===== config.mk =====
export PLATFORM = sky130hd
export DESIGN_NAME = power_saving_mode_control
export DESIGN_NICKNAME = d
export VERILOG_FILES = /design/src/design/psmc_pkg.sv /design/src/design/psmc_ctrl_reg.sv /design/src/design/psmc_stab_timer.sv /design/src/design/power_saving_mode_control.sv
export VERILOG_INCLUDE_DIRS = /design/src /design/src/design
export SDC_FILE = /design/constraint.sdc
export NUM_CORES = 1
export LEC_CHECK = 0
export BUFFER_PORTS_ARGS = -buffer_cell sky130_fd_sc_hd__buf_2
export CAP_MARGIN = 20
export CORE_MARGIN = 1.5
export CORE_UTILIZATION = 56
export CTS_CLUSTER_DIAMETER = 50
export CTS_CLUSTER_SIZE = 40
export DETAILED_ROUTE_END_ITERATION = 10
export GPL_ROUTABILITY_DRIVEN = 0
export PLACE_DENSITY = 0.84
export SLEW_MARGIN = 20
export SYNTH_ARGS = -nofsm -noshare
export SYNTH_HDL_FRONTEND = slang
export SYNTH_HIERARCHICAL = 1
export SYNTH_SLANG_ARGS = --single-unit

===== constraint.sdc =====
create_clock -name i_clock -period 6.63 [get_ports i_clock]
set_input_delay 0.663 -clock i_clock [delete_from_list [all_inputs] [get_ports i_clock]]
set_output_delay 0.663 -clock i_clock [all_outputs]
set_load 0.02 [all_outputs]

===== src/design/psmc_consts.svh =====
// constants for the stop/sleep power control block
`ifndef PSMC_CONSTS_SVH
`define PSMC_CONSTS_SVH

`define PSMC_CTRL_W 8
`define PSMC_CTRL_RST 8'h00
`define PSMC_CTRL_SLEEP 8'h0f
`define PSMC_CTRL_STOP 8'h5a
`define PSMC_DIV_W 3
`define PSMC_BIT_DIV_RST 3'h7
`define PSMC_BIT_ZERO 8'h00
`define PSMC_BIT_MAX 8'hff
`define PSMC_PRE_W 8
`define PSMC_PRE_ONE 8'h01
`define PSMC_PRE_ZERO 8'h00

`endif


===== src/design/psmc_pkg.sv =====
// types shared by the stop/sleep power control block
package psmc_pkg;

  typedef enum logic [2:0] {
    PSMC_RST_STAB,
    PSMC_RUN,
    PSMC_SLEEP,
    PSMC_STOP,
    PSMC_WAKE_STAB
  } psmc_state_t;

  typedef struct packed {
    logic main_osc;
    logic sub_osc;
  } psmc_osc_t;

  typedef struct packed {
    logic adc;
    logic usart;
    logic sio;
    logic iic;
    logic bit_timer;
    logic wdt;
    logic wt_sys;
    logic tc_sys;
    logic buz_sys;
    logic wt_sub;
    logic tc_sub;
    logic buz_sub;
  } psmc_periph_t;

endpackage : psmc_pkg


===== src/design/psmc_ctrl_reg.sv =====
// stop_sleep_control byte register with hardware clear
`timescale 1ns/1ps
`include "psmc_consts.svh"

module psmc_ctrl_reg (
  input wire logic i_clock,
  input wire logic i_rst_n,
  input wire logic i_wr,
  input wire logic [`PSMC_CTRL_W-1:0] i_wdata,
  input wire logic i_clear,
  output logic [`PSMC_CTRL_W-1:0] o_value
);
  import psmc_pkg::*;

  // core is halted while a clear can occur, so no write competes with it
  always_ff @(posedge i_clock) begin
    if (!i_rst_n) begin
      o_value <= `PSMC_CTRL_RST;
    end else if (i_clear) begin
      o_value <= `PSMC_CTRL_RST;
    end else if (i_wr) begin
      o_value <= i_wdata;
    end
  end

  a_ctrl_hw_clear: assert property (@(posedge i_clock) disable iff (!i_rst_n)
    i_clear |=> (o_value == `PSMC_CTRL_RST))
    else $error("control byte not cleared on stop release");

endmodule : psmc_ctrl_reg


===== src/design/psmc_stab_timer.sv =====
// basic interval timer used as the oscillator stabilizing counter
`timescale 1ns/1ps
`include "psmc_consts.svh"

module psmc_stab_timer (
  input wire logic i_clock,
  input wire logic i_rst_n,
  input wire logic i_start,
  input wire logic i_run,
  input wire logic [`PSMC_DIV_W-1:0] i_div,
  output logic [7:0] o_count,
  output logic o_done
);
  import psmc_pkg::*;

  logic [`PSMC_PRE_W-1:0] pre;
  logic [`PSMC_PRE_W-1:0] pre_last;
  logic tick;

  // division code n gives one timer step every 2**n clocks
  assign pre_last = (`PSMC_PRE_ONE << i_div) - `PSMC_PRE_ONE;
  assign tick = i_run && (pre == pre_last);
  assign o_done = tick && (o_count == `PSMC_BIT_MAX);

  always_ff @(posedge i_clock) begin
    if (!i_rst_n || i_start || !i_run) begin
      pre <= `PSMC_PRE_ZERO;
    end else if (tick) begin
      pre <= `PSMC_PRE_ZERO;
    end else begin
      pre <= pre + `PSMC_PRE_ONE;
    end
  end

  always_ff @(posedge i_clock) begin
    if (!i_rst_n || i_start) begin
      o_count <= `PSMC_BIT_ZERO;
    end else if (tick) begin
      o_count <= o_count + 8'h01;
    end
  end

  a_count_from_zero: assert property (@(posedge i_clock) disable iff (!i_rst_n)
    i_start |=> (o_count == `PSMC_BIT_ZERO) && !o_done)
    else $error("stabilizing count did not restart at zero");

  a_done_at_max: assert property (@(posedge i_clock) disable iff (!i_rst_n)
    o_done |-> (o_count == `PSMC_BIT_MAX) && i_run && (pre == pre_last))
    else $error("stabilizing end not at full timer cycle");

endmodule : psmc_stab_timer


===== src/design/power_saving_mode_control.sv =====
// stop/sleep power control: oscillator, peripheral and core gating with wake-up stabilizing
// Function
// - entering stop halts the oscillator selected as system clock source.
// - during stop the unselected oscillator keeps running if it already ran.
// - stop on main oscillator with sub active lets the watch timer count on sub.
// - sub-clocked watch timer runs in stop-main and sleep, halts in stop-sub.
// - sub-clocked buzzer and timer/counter run in stop-main and sleep, halt in stop-sub.
// - system-clocked watch timer halts in either stop, runs in sleep.
// - after reset and after waking, a stabilizing interval precedes execution.
// - stabilizing interval is exactly one full basic interval timer cycle.
// - software-programmed timer division sets the wake-up stabilizing length.
// - after reset the stabilizing interval uses the default division.
// - on wake the timer counts up from zero, overflow releases the core.
// - stop release clears the stop/sleep control byte automatically.
// - wake with interrupt mask clear resumes after power-down instruction, no vector.
`timescale 1ns/1ps
`include "psmc_consts.svh"

module power_saving_mode_control (
  input wire logic i_clock,
  input wire logic i_rst_n,
  input wire logic i_ctrl_wr,
  input wire logic [`PSMC_CTRL_W-1:0] i_ctrl_wdata,
  input wire logic i_stop_instr,
  input wire logic i_sys_sel_sub,
  input wire psmc_pkg::psmc_osc_t i_osc_en,
  input wire logic [`PSMC_DIV_W-1:0] i_bit_div,
  input wire logic i_wake_irq,
  input wire logic i_iflag,
  input wire logic i_sio_ext_clk,
  output logic [`PSMC_CTRL_W-1:0] o_stop_sleep_control,
  output psmc_pkg::psmc_state_t o_mode,
  output logic o_cpu_run,
  output logic o_retain,
  output psmc_pkg::psmc_osc_t o_osc_run,
  output psmc_pkg::psmc_periph_t o_periph_run,
  output logic o_wake_vector,
  output logic o_wake_resume
);
  import psmc_pkg::*;

  psmc_state_t state;
  psmc_state_t next_state;
  logic stop_on_sub;
  logic vector_pend;
  logic stab_start;
  logic stab_run;
  logic stab_done;
  logic [`PSMC_DIV_W-1:0] stab_div;
  logic stop_release;
  logic sleep_req;
  logic stop_req;
  logic [7:0] stab_count;
  psmc_osc_t next_osc;
  psmc_periph_t next_periph;

  // entry decode; a stop instruction without the key byte is a no-op
  assign sleep_req = i_ctrl_wr && (i_ctrl_wdata == `PSMC_CTRL_SLEEP);
  assign stop_req = i_stop_instr && (o_stop_sleep_control == `PSMC_CTRL_STOP);
  assign stop_release = (state == PSMC_STOP) && i_wake_irq;

  psmc_ctrl_reg u_ctrl (
    .i_clock(i_clock),
    .i_rst_n(i_rst_n),
    .i_wr(i_ctrl_wr && (state == PSMC_RUN)),
    .i_wdata(i_ctrl_wdata),
    .i_clear(stop_release),
    .o_value(o_stop_sleep_control)
  );

  // reset wipes the division register, so the default applies there
  assign stab_div = (state == PSMC_RST_STAB) ? `PSMC_BIT_DIV_RST : i_bit_div;
  assign stab_run = (state == PSMC_RST_STAB) || (state == PSMC_WAKE_STAB);
  assign stab_start = (next_state == PSMC_WAKE_STAB) && (state != PSMC_WAKE_STAB);

  psmc_stab_timer u_stab (
    .i_clock(i_clock),
    .i_rst_n(i_rst_n),
    .i_start(stab_start),
    .i_run(stab_run),
    .i_div(stab_div),
    .o_count(stab_count),
    .o_done(stab_done)
  );

  always_comb begin
    next_state = state;
    unique case (state)
      PSMC_RST_STAB: begin
        if (stab_done) begin
          next_state = PSMC_RUN;
        end
      end
      PSMC_RUN: begin
        if (stop_req) begin
          next_state = PSMC_STOP;
        end else if (sleep_req) begin
          next_state = PSMC_SLEEP;
        end
      end
      PSMC_SLEEP: begin
        if (i_wake_irq) begin
          next_state = PSMC_WAKE_STAB;
        end
      end
      PSMC_STOP: begin
        if (i_wake_irq) begin
          next_state = PSMC_WAKE_STAB;
        end
      end
      PSMC_WAKE_STAB: begin
        if (stab_done) begin
          next_state = PSMC_RUN;
        end
      end
    endcase
  end

  always_ff @(posedge i_clock) begin
    if (!i_rst_n) begin
      state <= PSMC_RST_STAB;
    end else begin
      state <= next_state;
    end
  end

  // which oscillator was the system clock when stop was taken
  always_ff @(posedge i_clock) begin
    if (!i_rst_n) begin
      stop_on_sub <= 1'b0;
    end else if ((state == PSMC_RUN) && stop_req) begin
      stop_on_sub <= i_sys_sel_sub;
    end
  end

  // interrupt mask at wake decides vectoring once the core is released
  always_ff @(posedge i_clock) begin
    if (!i_rst_n) begin
      vector_pend <= 1'b0;
    end else if (stab_start) begin
      vector_pend <= i_iflag;
    end
  end

  always_ff @(posedge i_clock) begin
    if (!i_rst_n) begin
      o_wake_vector <= 1'b0;
      o_wake_resume <= 1'b0;
    end else begin
      o_wake_vector <= (state == PSMC_WAKE_STAB) && stab_done && vector_pend;
      o_wake_resume <= (state == PSMC_WAKE_STAB) && stab_done && !vector_pend;
    end
  end

  // outputs follow the next state so they line up with o_mode
  always_comb begin
    next_osc.main_osc = i_osc_en.main_osc;
    next_osc.sub_osc = i_osc_en.sub_osc;
    if (next_state == PSMC_STOP) begin
      if (state == PSMC_STOP ? stop_on_sub : i_sys_sel_sub) begin
        next_osc.sub_osc = 1'b0;
      end else begin
        next_osc.main_osc = 1'b0;
      end
    end
  end

  always_comb begin
    next_periph = '1;
    if (next_state == PSMC_STOP) begin
      next_periph = '0;
      next_periph.sio = i_sio_ext_clk;
      next_periph.iic = 1'b1;
      // sub-clocked units survive only while the sub oscillator does
      if (!(state == PSMC_STOP ? stop_on_sub : i_sys_sel_sub)) begin
        next_periph.wt_sub = i_osc_en.sub_osc;
        next_periph.tc_sub = i_osc_en.sub_osc;
        next_periph.buz_sub = i_osc_en.sub_osc;
      end
    end
  end

  always_ff @(posedge i_clock) begin
    if (!i_rst_n) begin
      o_osc_run <= '0;
      o_periph_run <= '0;
      o_cpu_run <= 1'b0;
      o_retain <= 1'b0;
      o_mode <= PSMC_RST_STAB;
    end else begin
      o_osc_run <= next_osc;
      o_periph_run <= next_periph;
      o_cpu_run <= (next_state == PSMC_RUN);
      o_retain <= (next_state == PSMC_SLEEP) || (next_state == PSMC_STOP);
      o_mode <= next_state;
    end
  end

  a_stop_osc_sel: assert property (@(posedge i_clock) disable iff (!i_rst_n)
    (o_mode == PSMC_STOP) |-> (stop_on_sub ? !o_osc_run.sub_osc : !o_osc_run.main_osc))
    else $error("selected oscillator still running in stop");

  a_stop_keep_other: assert property (@(posedge i_clock) disable iff (!i_rst_n)
    (o_mode == PSMC_STOP) && $past(o_mode == PSMC_STOP) && !stop_on_sub
      |-> (o_osc_run.sub_osc == $past(i_osc_en.sub_osc)))
    else $error("unselected oscillator halted in stop");

  a_wt_sub_stop: assert property (@(posedge i_clock) disable iff (!i_rst_n)
    (o_mode == PSMC_STOP) && $past(o_mode == PSMC_STOP)
      |-> (o_periph_run.wt_sub == (!stop_on_sub && o_osc_run.sub_osc)))
    else $error("sub-clocked watch timer wrong in stop");

  a_sub_units_stop: assert property (@(posedge i_clock) disable iff (!i_rst_n)
    (o_mode == PSMC_STOP) |-> (o_periph_run.tc_sub == o_periph_run.buz_sub)
      && (stop_on_sub ? !o_periph_run.tc_sub : 1'b1))
    else $error("sub-clocked timer or buzzer wrong in stop");

  // gating outputs still hold their reset zeros on the first edge after release
  a_wt_sys_mode: assert property (@(posedge i_clock) disable iff (!i_rst_n)
    $past(i_rst_n) |-> (o_periph_run.wt_sys == (o_mode != PSMC_STOP)))
    else $error("system-clocked watch timer wrong in power-down");

  a_sleep_all_run: assert property (@(posedge i_clock) disable iff (!i_rst_n)
    (o_mode == PSMC_SLEEP) |-> (o_periph_run == '1) && !o_cpu_run && o_retain)
    else $error("sleep gating wrong");

  a_wake_to_stab: assert property (@(posedge i_clock) disable iff (!i_rst_n)
    ((state == PSMC_SLEEP) || (state == PSMC_STOP)) && i_wake_irq
      |=> (state == PSMC_WAKE_STAB) && !o_cpu_run && (stab_count == `PSMC_BIT_ZERO))
    else $error("wake did not enter stabilizing");

  a_reset_div: assert property (@(posedge i_clock) disable iff (!i_rst_n)
    (state == PSMC_RST_STAB) |-> (stab_div == `PSMC_BIT_DIV_RST) && !o_cpu_run)
    else $error("reset stabilizing not on default division");

  a_stab_release: assert property (@(posedge i_clock) disable iff (!i_rst_n)
    stab_run && stab_done |=> (state == PSMC_RUN) && o_cpu_run)
    else $error("timer overflow did not release the core");

  a_stop_clear: assert property (@(posedge i_clock) disable iff (!i_rst_n)
    stop_release |=> (o_stop_sleep_control == `PSMC_CTRL_RST))
    else $error("control byte kept after stop release");

  a_resume_novec: assert property (@(posedge i_clock) disable iff (!i_rst_n)
    (state == PSMC_WAKE_STAB) && stab_done && !vector_pend |=> o_wake_resume && !o_wake_vector)
    else $error("masked wake vectored");

  a_mask_capture: assert property (@(posedge i_clock) disable iff (!i_rst_n)
    stab_start |=> (vector_pend == $past(i_iflag)))
    else $error("interrupt mask not captured at wake");

  a_stop_entry: assert property (@(posedge i_clock) disable iff (!i_rst_n)
    (state == PSMC_RUN) && i_stop_instr && (o_stop_sleep_control != `PSMC_CTRL_STOP)
      |=> (state != PSMC_STOP))
    else $error("stop taken without key byte");

  a_stop_taken: assert property (@(posedge i_clock) disable iff (!i_rst_n)
    (state == PSMC_RUN) && stop_req |=> (state == PSMC_STOP) && (o_mode == PSMC_STOP))
    else $error("keyed stop not taken");

  a_sleep_entry: assert property (@(posedge i_clock) disable iff (!i_rst_n)
    (state == PSMC_RUN) && sleep_req && !stop_req
      |=> (state == PSMC_SLEEP) && (o_stop_sleep_control == `PSMC_CTRL_SLEEP))
    else $error("sleep byte did not enter sleep");

  a_stop_cpu_halt: assert property (@(posedge i_clock) disable iff (!i_rst_n)
    (o_mode == PSMC_STOP) |-> !o_cpu_run && o_retain)
    else $error("core running or state lost in stop");

  a_cpu_run_mode: assert property (@(posedge i_clock) disable iff (!i_rst_n)
    o_cpu_run == (o_mode == PSMC_RUN))
    else $error("core enable out of step with mode");

  a_retain_mode: assert property (@(posedge i_clock) disable iff (!i_rst_n)
    o_retain == ((o_mode == PSMC_SLEEP) || (o_mode == PSMC_STOP)))
    else $error("retention out of step with mode");

  a_stop_sys_units: assert property (@(posedge i_clock) disable iff (!i_rst_n)
    (o_mode == PSMC_STOP) |-> !o_periph_run.adc && !o_periph_run.usart && !o_periph_run.wdt
      && !o_periph_run.bit_timer && !o_periph_run.tc_sys && !o_periph_run.buz_sys)
    else $error("system-clocked unit running in stop");

  a_stop_sio_iic: assert property (@(posedge i_clock) disable iff (!i_rst_n)
    (o_mode == PSMC_STOP) |-> o_periph_run.iic && (o_periph_run.sio == $past(i_sio_ext_clk)))
    else $error("serial or iic slave gating wrong in stop");

  a_stop_sub_halt: assert property (@(posedge i_clock) disable iff (!i_rst_n)
    (o_mode == PSMC_STOP) && stop_on_sub |-> !o_osc_run.sub_osc && !o_periph_run.wt_sub)
    else $error("sub oscillator or watch timer running in stop on sub");

  a_wake_cpu_held: assert property (@(posedge i_clock) disable iff (!i_rst_n)
    stab_run |-> !o_cpu_run)
    else $error("core released during stabilizing");

  a_wake_div_used: assert property (@(posedge i_clock) disable iff (!i_rst_n)
    (state == PSMC_WAKE_STAB) |-> (stab_div == i_bit_div))
    else $error("wake stabilizing ignores programmed division");

  a_pulse_single: assert property (@(posedge i_clock) disable iff (!i_rst_n)
    (o_wake_resume || o_wake_vector) |=> !o_wake_resume && !o_wake_vector)
    else $error("wake pulse longer than one cycle");

endmodule : power_saving_mode_control


==> impl_metrics.json, run 1 <==
{
  "status": "finished, final reports clean",
  "syn-num-nets": 236,
  "post_drt_wl_per_cell_um": 12.3,
  "avgViaCountPerCell": 5.53,
  "critical_path.max_fanout": 18,
  "synth_commonest_cells": "dfxtp_1 (39), nor2_1 (23), a21oi_1 (11)",
  "clk_pin_slew_worst_paths_ns": 0.11,
  "core_area_um2": 3340,
  "slew_violations": 0,
  "synth_edf_count": 0,
  "cts_tree": "done",
  "design_area_um2": 2210,
  "setup_ws_ns": 3.18,
  "fin_nets": 276,
  "max-vdd-ir-drop_v": 0.000131,
  "cts_root_buffer": "clkbuf_4",
  "yosysTopAreaCell": "dfxtp_1",
  "rr_worst_depth": 11,
  "post_cts_buffers": 0,
  "clk_path_buf_depth": 2,
  "initialDrtViolationCount": 61,
  "synth.most_common_cell": "dfxtp_1",
  "dieArea_um2": 3820,
  "grt_pass1_vias": 1294,
  "ctsHoldBuffers": 0,
  "cp_data_arrival_time_ns": 3.70,
  "drive_above_1_share_pct": 28.3,
  "hold_ws_ns": 0.444,
  "worst_pin_slew_ns": 1.06,
  "cts-buffers-inserted": 5,
  "cp_data_required_time_ns": 6.88,
  "fin_crit_ns": 3.45,
  "drtPass1Iterations": 4,
  "end_kind": "register",
  "htree_levels": 2,
  "hold_path_class": "reg2reg",
  "synth-seq-cells": 39,
  "grt_first_pass_wirelength_um": 5750,
  "synth_async_sr_flop_share_pct": 0,
  "clock_sinks": 39,
  "rsz0062_at_grt": "no",
  "diodes": 0,
  "power_density_nw_per_um2": 193,
  "dpl.hpwl_um": 2640,
  "ys.flop_type": "dfxtp_1",
  "dpl_cell_area_um2": 2130,
  "via_count": 1660,
  "syn_area_um2": 1940,
  "ios": 50,
  "io_buffers": 49,
  "setup_viol": 0,
  "ctsResizeCount": 0,
  "ant_nets": 0,
  "drc_errors": 0,
  "synth_top_area_share_pct": 40.3,
  "hold_path_depth": 1,
  "clk_latency_ns": 0.35,
  "finalCritPeriodShare_pct": 52.0,
  "relSlewSlack_pct": 29.5,
  "hold_violations": 0,
  "fin_setup_tns_ns": 0,
  "start_kind": "register",
  "syn2layout_area_growth_pct": 14.1,
  "yosysUniqueCellTypes": 55,
  "max_freq_mhz": 290,
  "syn-instance-count": 213,
  "netlist_top_cells_area": "dfxtp_1 (40%), mux2i_1 (5.2%), nor2_1 (4.5%)",
  "fp-row-count": 21,
  "routed_wl_um": 3680,
  "grt_max_degree": 19,
  "antenna_found_initial": 0,
  "ys_warn_count": 6,
  "avgSynthCellArea_um2": 9.10,
  "leakagePower_nw": 0.932,
  "die_w_um": 61.8,
  "pre_cts_ws_ns": 3.17,
  "track_usage_pct": 20.0,
  "start_util_pct": 58.1,
  "ys_seq_area_share_pct": 40.3,
  "clock_skew_ns": 0.00537,
  "path_class": "reg2reg",
  "fp.dieH_um": 61.8,
  "grt.overflow.total": 0,
  "cap_violations": 0
}
[state kept, by name, summed over array words and instances (netlist names)]
| register | flops |
|---|---|
| o_cpu_run | 1 |
| o_mode | 3 |
| o_osc_run | 2 |
| o_periph_run | 4 |
| o_retain | 1 |
| o_wake_resume | 1 |
| o_wake_vector | 1 |
| stop_on_sub | 1 |
| u_ctrl/o_value | 8 |
| u_stab/o_count | 8 |
| u_stab/pre | 8 |
| vector_pend | 1 |
[layer usage]
metal  part of all wire, %  vias to the layer above  wire length [µm]  track usage [%]
li1                      -                      839                 -                -
met1                    45                      769              1670             27.4
met2                    48                       48              1770             30.5
met3                   5.3                        4               196             5.59
met4                  0.95                        0                35             6.69
met5                     0                        -                 0                0
[layout by cell type (no fill, tap or decap), types with 2 or more instances in the layout]
cell type	n
o22ai_2	2
mux2i_1	10
dfxtp_1	39
nand3_1	9
o31ai_1	6
nand2b_1	4
or2_2	3
nor4b_1	2
ha_1	2
and2_1	4
xor2_1	7
xnor2_1	2
o21ai_0	3
or4_1	5
clkbuf_4	5
nor2b_1	2
a31oi_1	5
and3_1	5
a21oi_1	11
or3_1	3
nand3b_1	2
buf_2	49
nand4_1	4
nor3_1	2
inv_1	9
nor2_1	23
nand2_1	8
nor3b_1	2
[worst max-delay path, cell delays in order, from the launching register on]
cell and delay [ns]:
dfxtp_1 0.57, nor3_1 0.16, or2_2 0.37, o21ai_0 0.24
a21oi_2 0.09, o311ai_2 0.86, nor4_1 0.24, nor2b_1 0.21
a21oi_1 0.12, a41oi_1 0.06, a21o_1 0.25, and3_1 0.19
[power breakdown]
part | internal (mW) | total (mW) | switching (mW)
clock network | 0.0793 | 0.159 | 0.0797
logic | 0.0109 | 0.0274 | 0.0165
registers | 0.238 | 0.241 | 0.00306
total | 0.328 | 0.427 | 0.0992
[cell families (layout without fill, tap and decap cells)]
logic type	Yosys count	count (layout)	share of synthesized area (%)
and+or+nand+nor	88	88	26.3
AOI/OAI and AO/OA	39	39	14.8
DFF	39	39	40.3
buffers and inverters	25	66	7.42
muxes	11	11	5.75
xor gates and xnor gates	9	9	4.07
adders and majority gates	2	2	1.29
[layout make-up]
type / count / area, µm²
Multi-Input combinational cell: 149 / 1010
Fill cell: 273 / 1120
Inverter: 9 / 33.8
Tap cell: 46 / 57.6
Timing Repair Buffer: 49 / 245
Clock inverter: 3 / 43.8
Sequential cell: 39 / 781
Clock buffer: 5 / 37.5
[metrics by stage]
stage	util (%)	power [mW]	instances
5_1_grt	66.3	0.446	300
3_5_place_dp	63.9	0.274	292
6_report	66.3	0.427	300
2_1_floorplan	-	0.264	213
3_3_place_gp	63.9	0.273	292
4_1_cts	66.3	0.431	300
[path summary, 6_finish.rpt]
| path | startpoint | end | slack (ns) |
|---|---|---|---|
| setup / recovery | o_mode[0] | o_cpu_run | 3.18 |
| hold / removal | vector_pend | o_wake_resume | 0.44 |
| setup reg to reg | o_mode[0] | o_cpu_run | 3.18 |
| hold reg to reg | vector_pend | o_wake_resume | 0.44 |
(Power assumes the default switching activity.)
==> run 2: changes to the inputs <==
--- a/config.mk
+++ b/config.mk
@@ -9,12 +9,12 @@
 export BUFFER_PORTS_ARGS = -buffer_cell sky130_fd_sc_hd__buf_2
 export CAP_MARGIN = 20
 export CORE_MARGIN = 1.5
-export CORE_UTILIZATION = 56
+export CORE_UTILIZATION = 47
 export CTS_CLUSTER_DIAMETER = 50
 export CTS_CLUSTER_SIZE = 40
 export DETAILED_ROUTE_END_ITERATION = 10
 export GPL_ROUTABILITY_DRIVEN = 0
-export PLACE_DENSITY = 0.84
+export PLACE_DENSITY = 0.75
 export SLEW_MARGIN = 20
 export SYNTH_ARGS = -nofsm -noshare
 export SYNTH_HDL_FRONTEND = slang
==> constraint.sdc (replaced) <==
create_clock -name i_clock -period 2.8 [get_ports i_clock]
set_input_delay 0.28 -clock i_clock [delete_from_list [all_inputs] [get_ports i_clock]]
set_output_delay 0.28 -clock i_clock [all_outputs]
set_load 0.02 [all_outputs]
==> impl_metrics.json, run 2 (synthesis gave the netlist of run 1 again) <==
{
  "status": "finished, final reports clean",
  "pre_cts_ws_ns": 0.117,
  "grt_max_degree": 18,
  "ios": 50,
  "ff2ff_setup_slack_ns": 0.17,
  "leakagePower_nw": 1.01,
  "dpl.hpwl_um": 2850,
  "htree_levels": 2,
  "drtPass1Iterations": 4,
  "final_cell_mix": "buf_2 (49), dfxtp_1 (36), nor2_1 (23), a21oi_1 (11), mux2i_1 (10)",
  "final_common_cell": "buf_2",
  "power.switching_mw": 0.227,
  "rr_worst_depth": 11,
  "clock_skew_ns": 0.00480,
  "path_class": "reg2reg",
  "slew_violations": 0,
  "cts-buffers-inserted": 5,
  "seqPwrFrac_pct": 54.8,
  "drive_above_1_share_pct": 32.8,
  "power_density_nw_per_um2": 440,
  "dieArea_um2": 4520,
  "hold_violations": 0,
  "hp-start": "i_osc_en[1]",
  "diodes": 0,
  "fin_nets": 284,
  "relSlewSlack_pct": 69.8,
  "drc_errors": 0,
  "min_to": "o_osc_run[1]",
  "hold_ws_ns": 0.208,
  "fin_setup_tns_ns": 0,
  "ctsHoldBuffers": 0,
  "initialDrtViolationCount": 216,
  "reg_top3": "u_ctrl/o_value x8, u_stab/o_count x8, u_stab/pre x8",
  "cts_tree": "done",
  "end_kind": "register",
  "avgViaCountPerCell": 5.47,
  "post_drt_wl_per_cell_um": 12.9,
  "grt_pass1_vias": 1342,
  "power.internal_mw": 0.811,
  "setup_viol": 0,
  "syn2layout_area_growth_pct": 21.9,
  "grt_first_pass_wirelength_um": 6100,
  "r2r_end": "o_osc_run[0]",
  "worst_pin_slew_ns": 0.453,
  "layout.cells.non_filler": 312,
  "die_w_um": 67.2,
  "hold_path_depth": 3,
  "power_switching_share_pct": 21.9,
  "clock_sinks": 39,
  "cp_data_required_time_ns": 2.96,
  "cp_data_arrival_time_ns": 2.78,
  "io_buffers": 49,
  "grt.overflow.total": 0,
  "max_stage_delay_ns": 0.49,
  "start_kind": "register",
  "cp_cell_sequence": "nor3_2 -> or2_4 -> or4_4 -> o22ai_2 -> nor2_2 -> nor4_4 -> nor2b_1 -> a21oi_1 -> a41oi_1 -> a21o_1 -> a31oi_1",
  "cp_slowest_cell": "or4_4",
  "placed_cells": 300,
  "critical_path.max_fanout": 9,
  "fp.dieH_um": 67.2,
  "final_util_pct": 59.5,
  "cts_root_buffer": "clkbuf_8",
  "clk_path_buf_depth": 2,
  "ant_nets": 0,
  "fp-row-count": 23,
  "cap_violations": 0,
  "clk_pin_slew_worst_paths_ns": 0.07,
  "clk_latency_ns": 0.29,
  "finalCritPeriodShare_pct": 93.9,
  "rsz0062_at_grt": "no",
  "routed_wl_um": 4020,
  "max_freq_mhz": 380,
  "start_util_pct": 48.8,
  "design_area_um2": 2360,
  "setup_ws_ns": 0.171,
  "hold_path_class": "in2reg",
  "via_count": 1708,
  "dpl_cell_area_um2": 2210,
  "fin_crit_ns": 2.63,
  "max-vdd-ir-drop_v": 0.000311,
  "core_area_um2": 3970,
  "antenna_found_initial": 0,
  "combPwrFrac_pct": 6.4,
  "p_clk_share_pct": 38.8,
  "r2r_start": "o_mode[0]",
  "track_usage_pct": 18.0,
  "p_total_mw": 1.04
}
run 2: changes by cell type in the layout (fill, tap and decap cells not counted), moves of 2 or more:
cell,change
or2_4,+2
or2_2,-2
nor3_1,-2
dfxtp_4,+2
nor3_2,+2
dfxtp_1,-3
clkbuf_4,-5
clkbuf_8,+7
buf_4,+8
run 2: worst max path at each step:
| stage | start | to | slack, ns |
|---|---|---|---|
| 5_1_grt | o_mode[0] | o_cpu_run | 0.01 |
| 6_report | o_mode[0] | o_osc_run[0] | 0.17 |
| 4_1_cts | o_mode[0] | o_osc_run[0] | 0.08 |
| 3_3_place_gp | o_mode[0] | o_periph_run[2] | 0.16 |
| 3_5_place_dp | o_mode[0] | o_osc_run[0] | 0.12 |
| 2_1_floorplan | o_mode[1] | o_osc_run[0] | 0.003 |
run 2: layout make-up:
cell class	instances	area (µm²)
fill	335	1610
multi-input combinational	149	1070
sequential	39	790
timing repair buffer	57	305
clock buffer	8	100
tap	50	62.6
inverter	9	33.8
run 2: worst max-delay path, delay by kind of cell, from the launching register on:
family	cells	cell delay [ns]
AO/OA/AOI/OAI	5	0.74
AND/OR/NAND/NOR	6	1.40
flip-flops	1	0.38
run 2: repair_timing:
| item | in CTS | in global routing |
|---|---|---|
| setup endpoints to repair | 0 | 7 |
| gates resized for setup | 0 | 4 |
| buffers inserted | 0 | 4 |
run 2: per-layer routing:
layer	vias to the layer above	GRT usage [%]	part of all wire (%)
li1	853	-	-
met2	47	26.0	47
met4	0	4.59	0.85
met5	-	0	0
met1	804	25.5	47
met3	4	6.17	5.1
run 2: power groups by stage:
stage	Clock, mW	Sequential [mW]	Combinational (mW)
CTS	0.418	0.568	0.0671
detailed placement	0	0.581	0.0667
global placement	0	0.581	0.0663
global route	0.443	0.570	0.0735
finish	0.403	0.569	0.0666
floorplan	0	0.586	0.0376
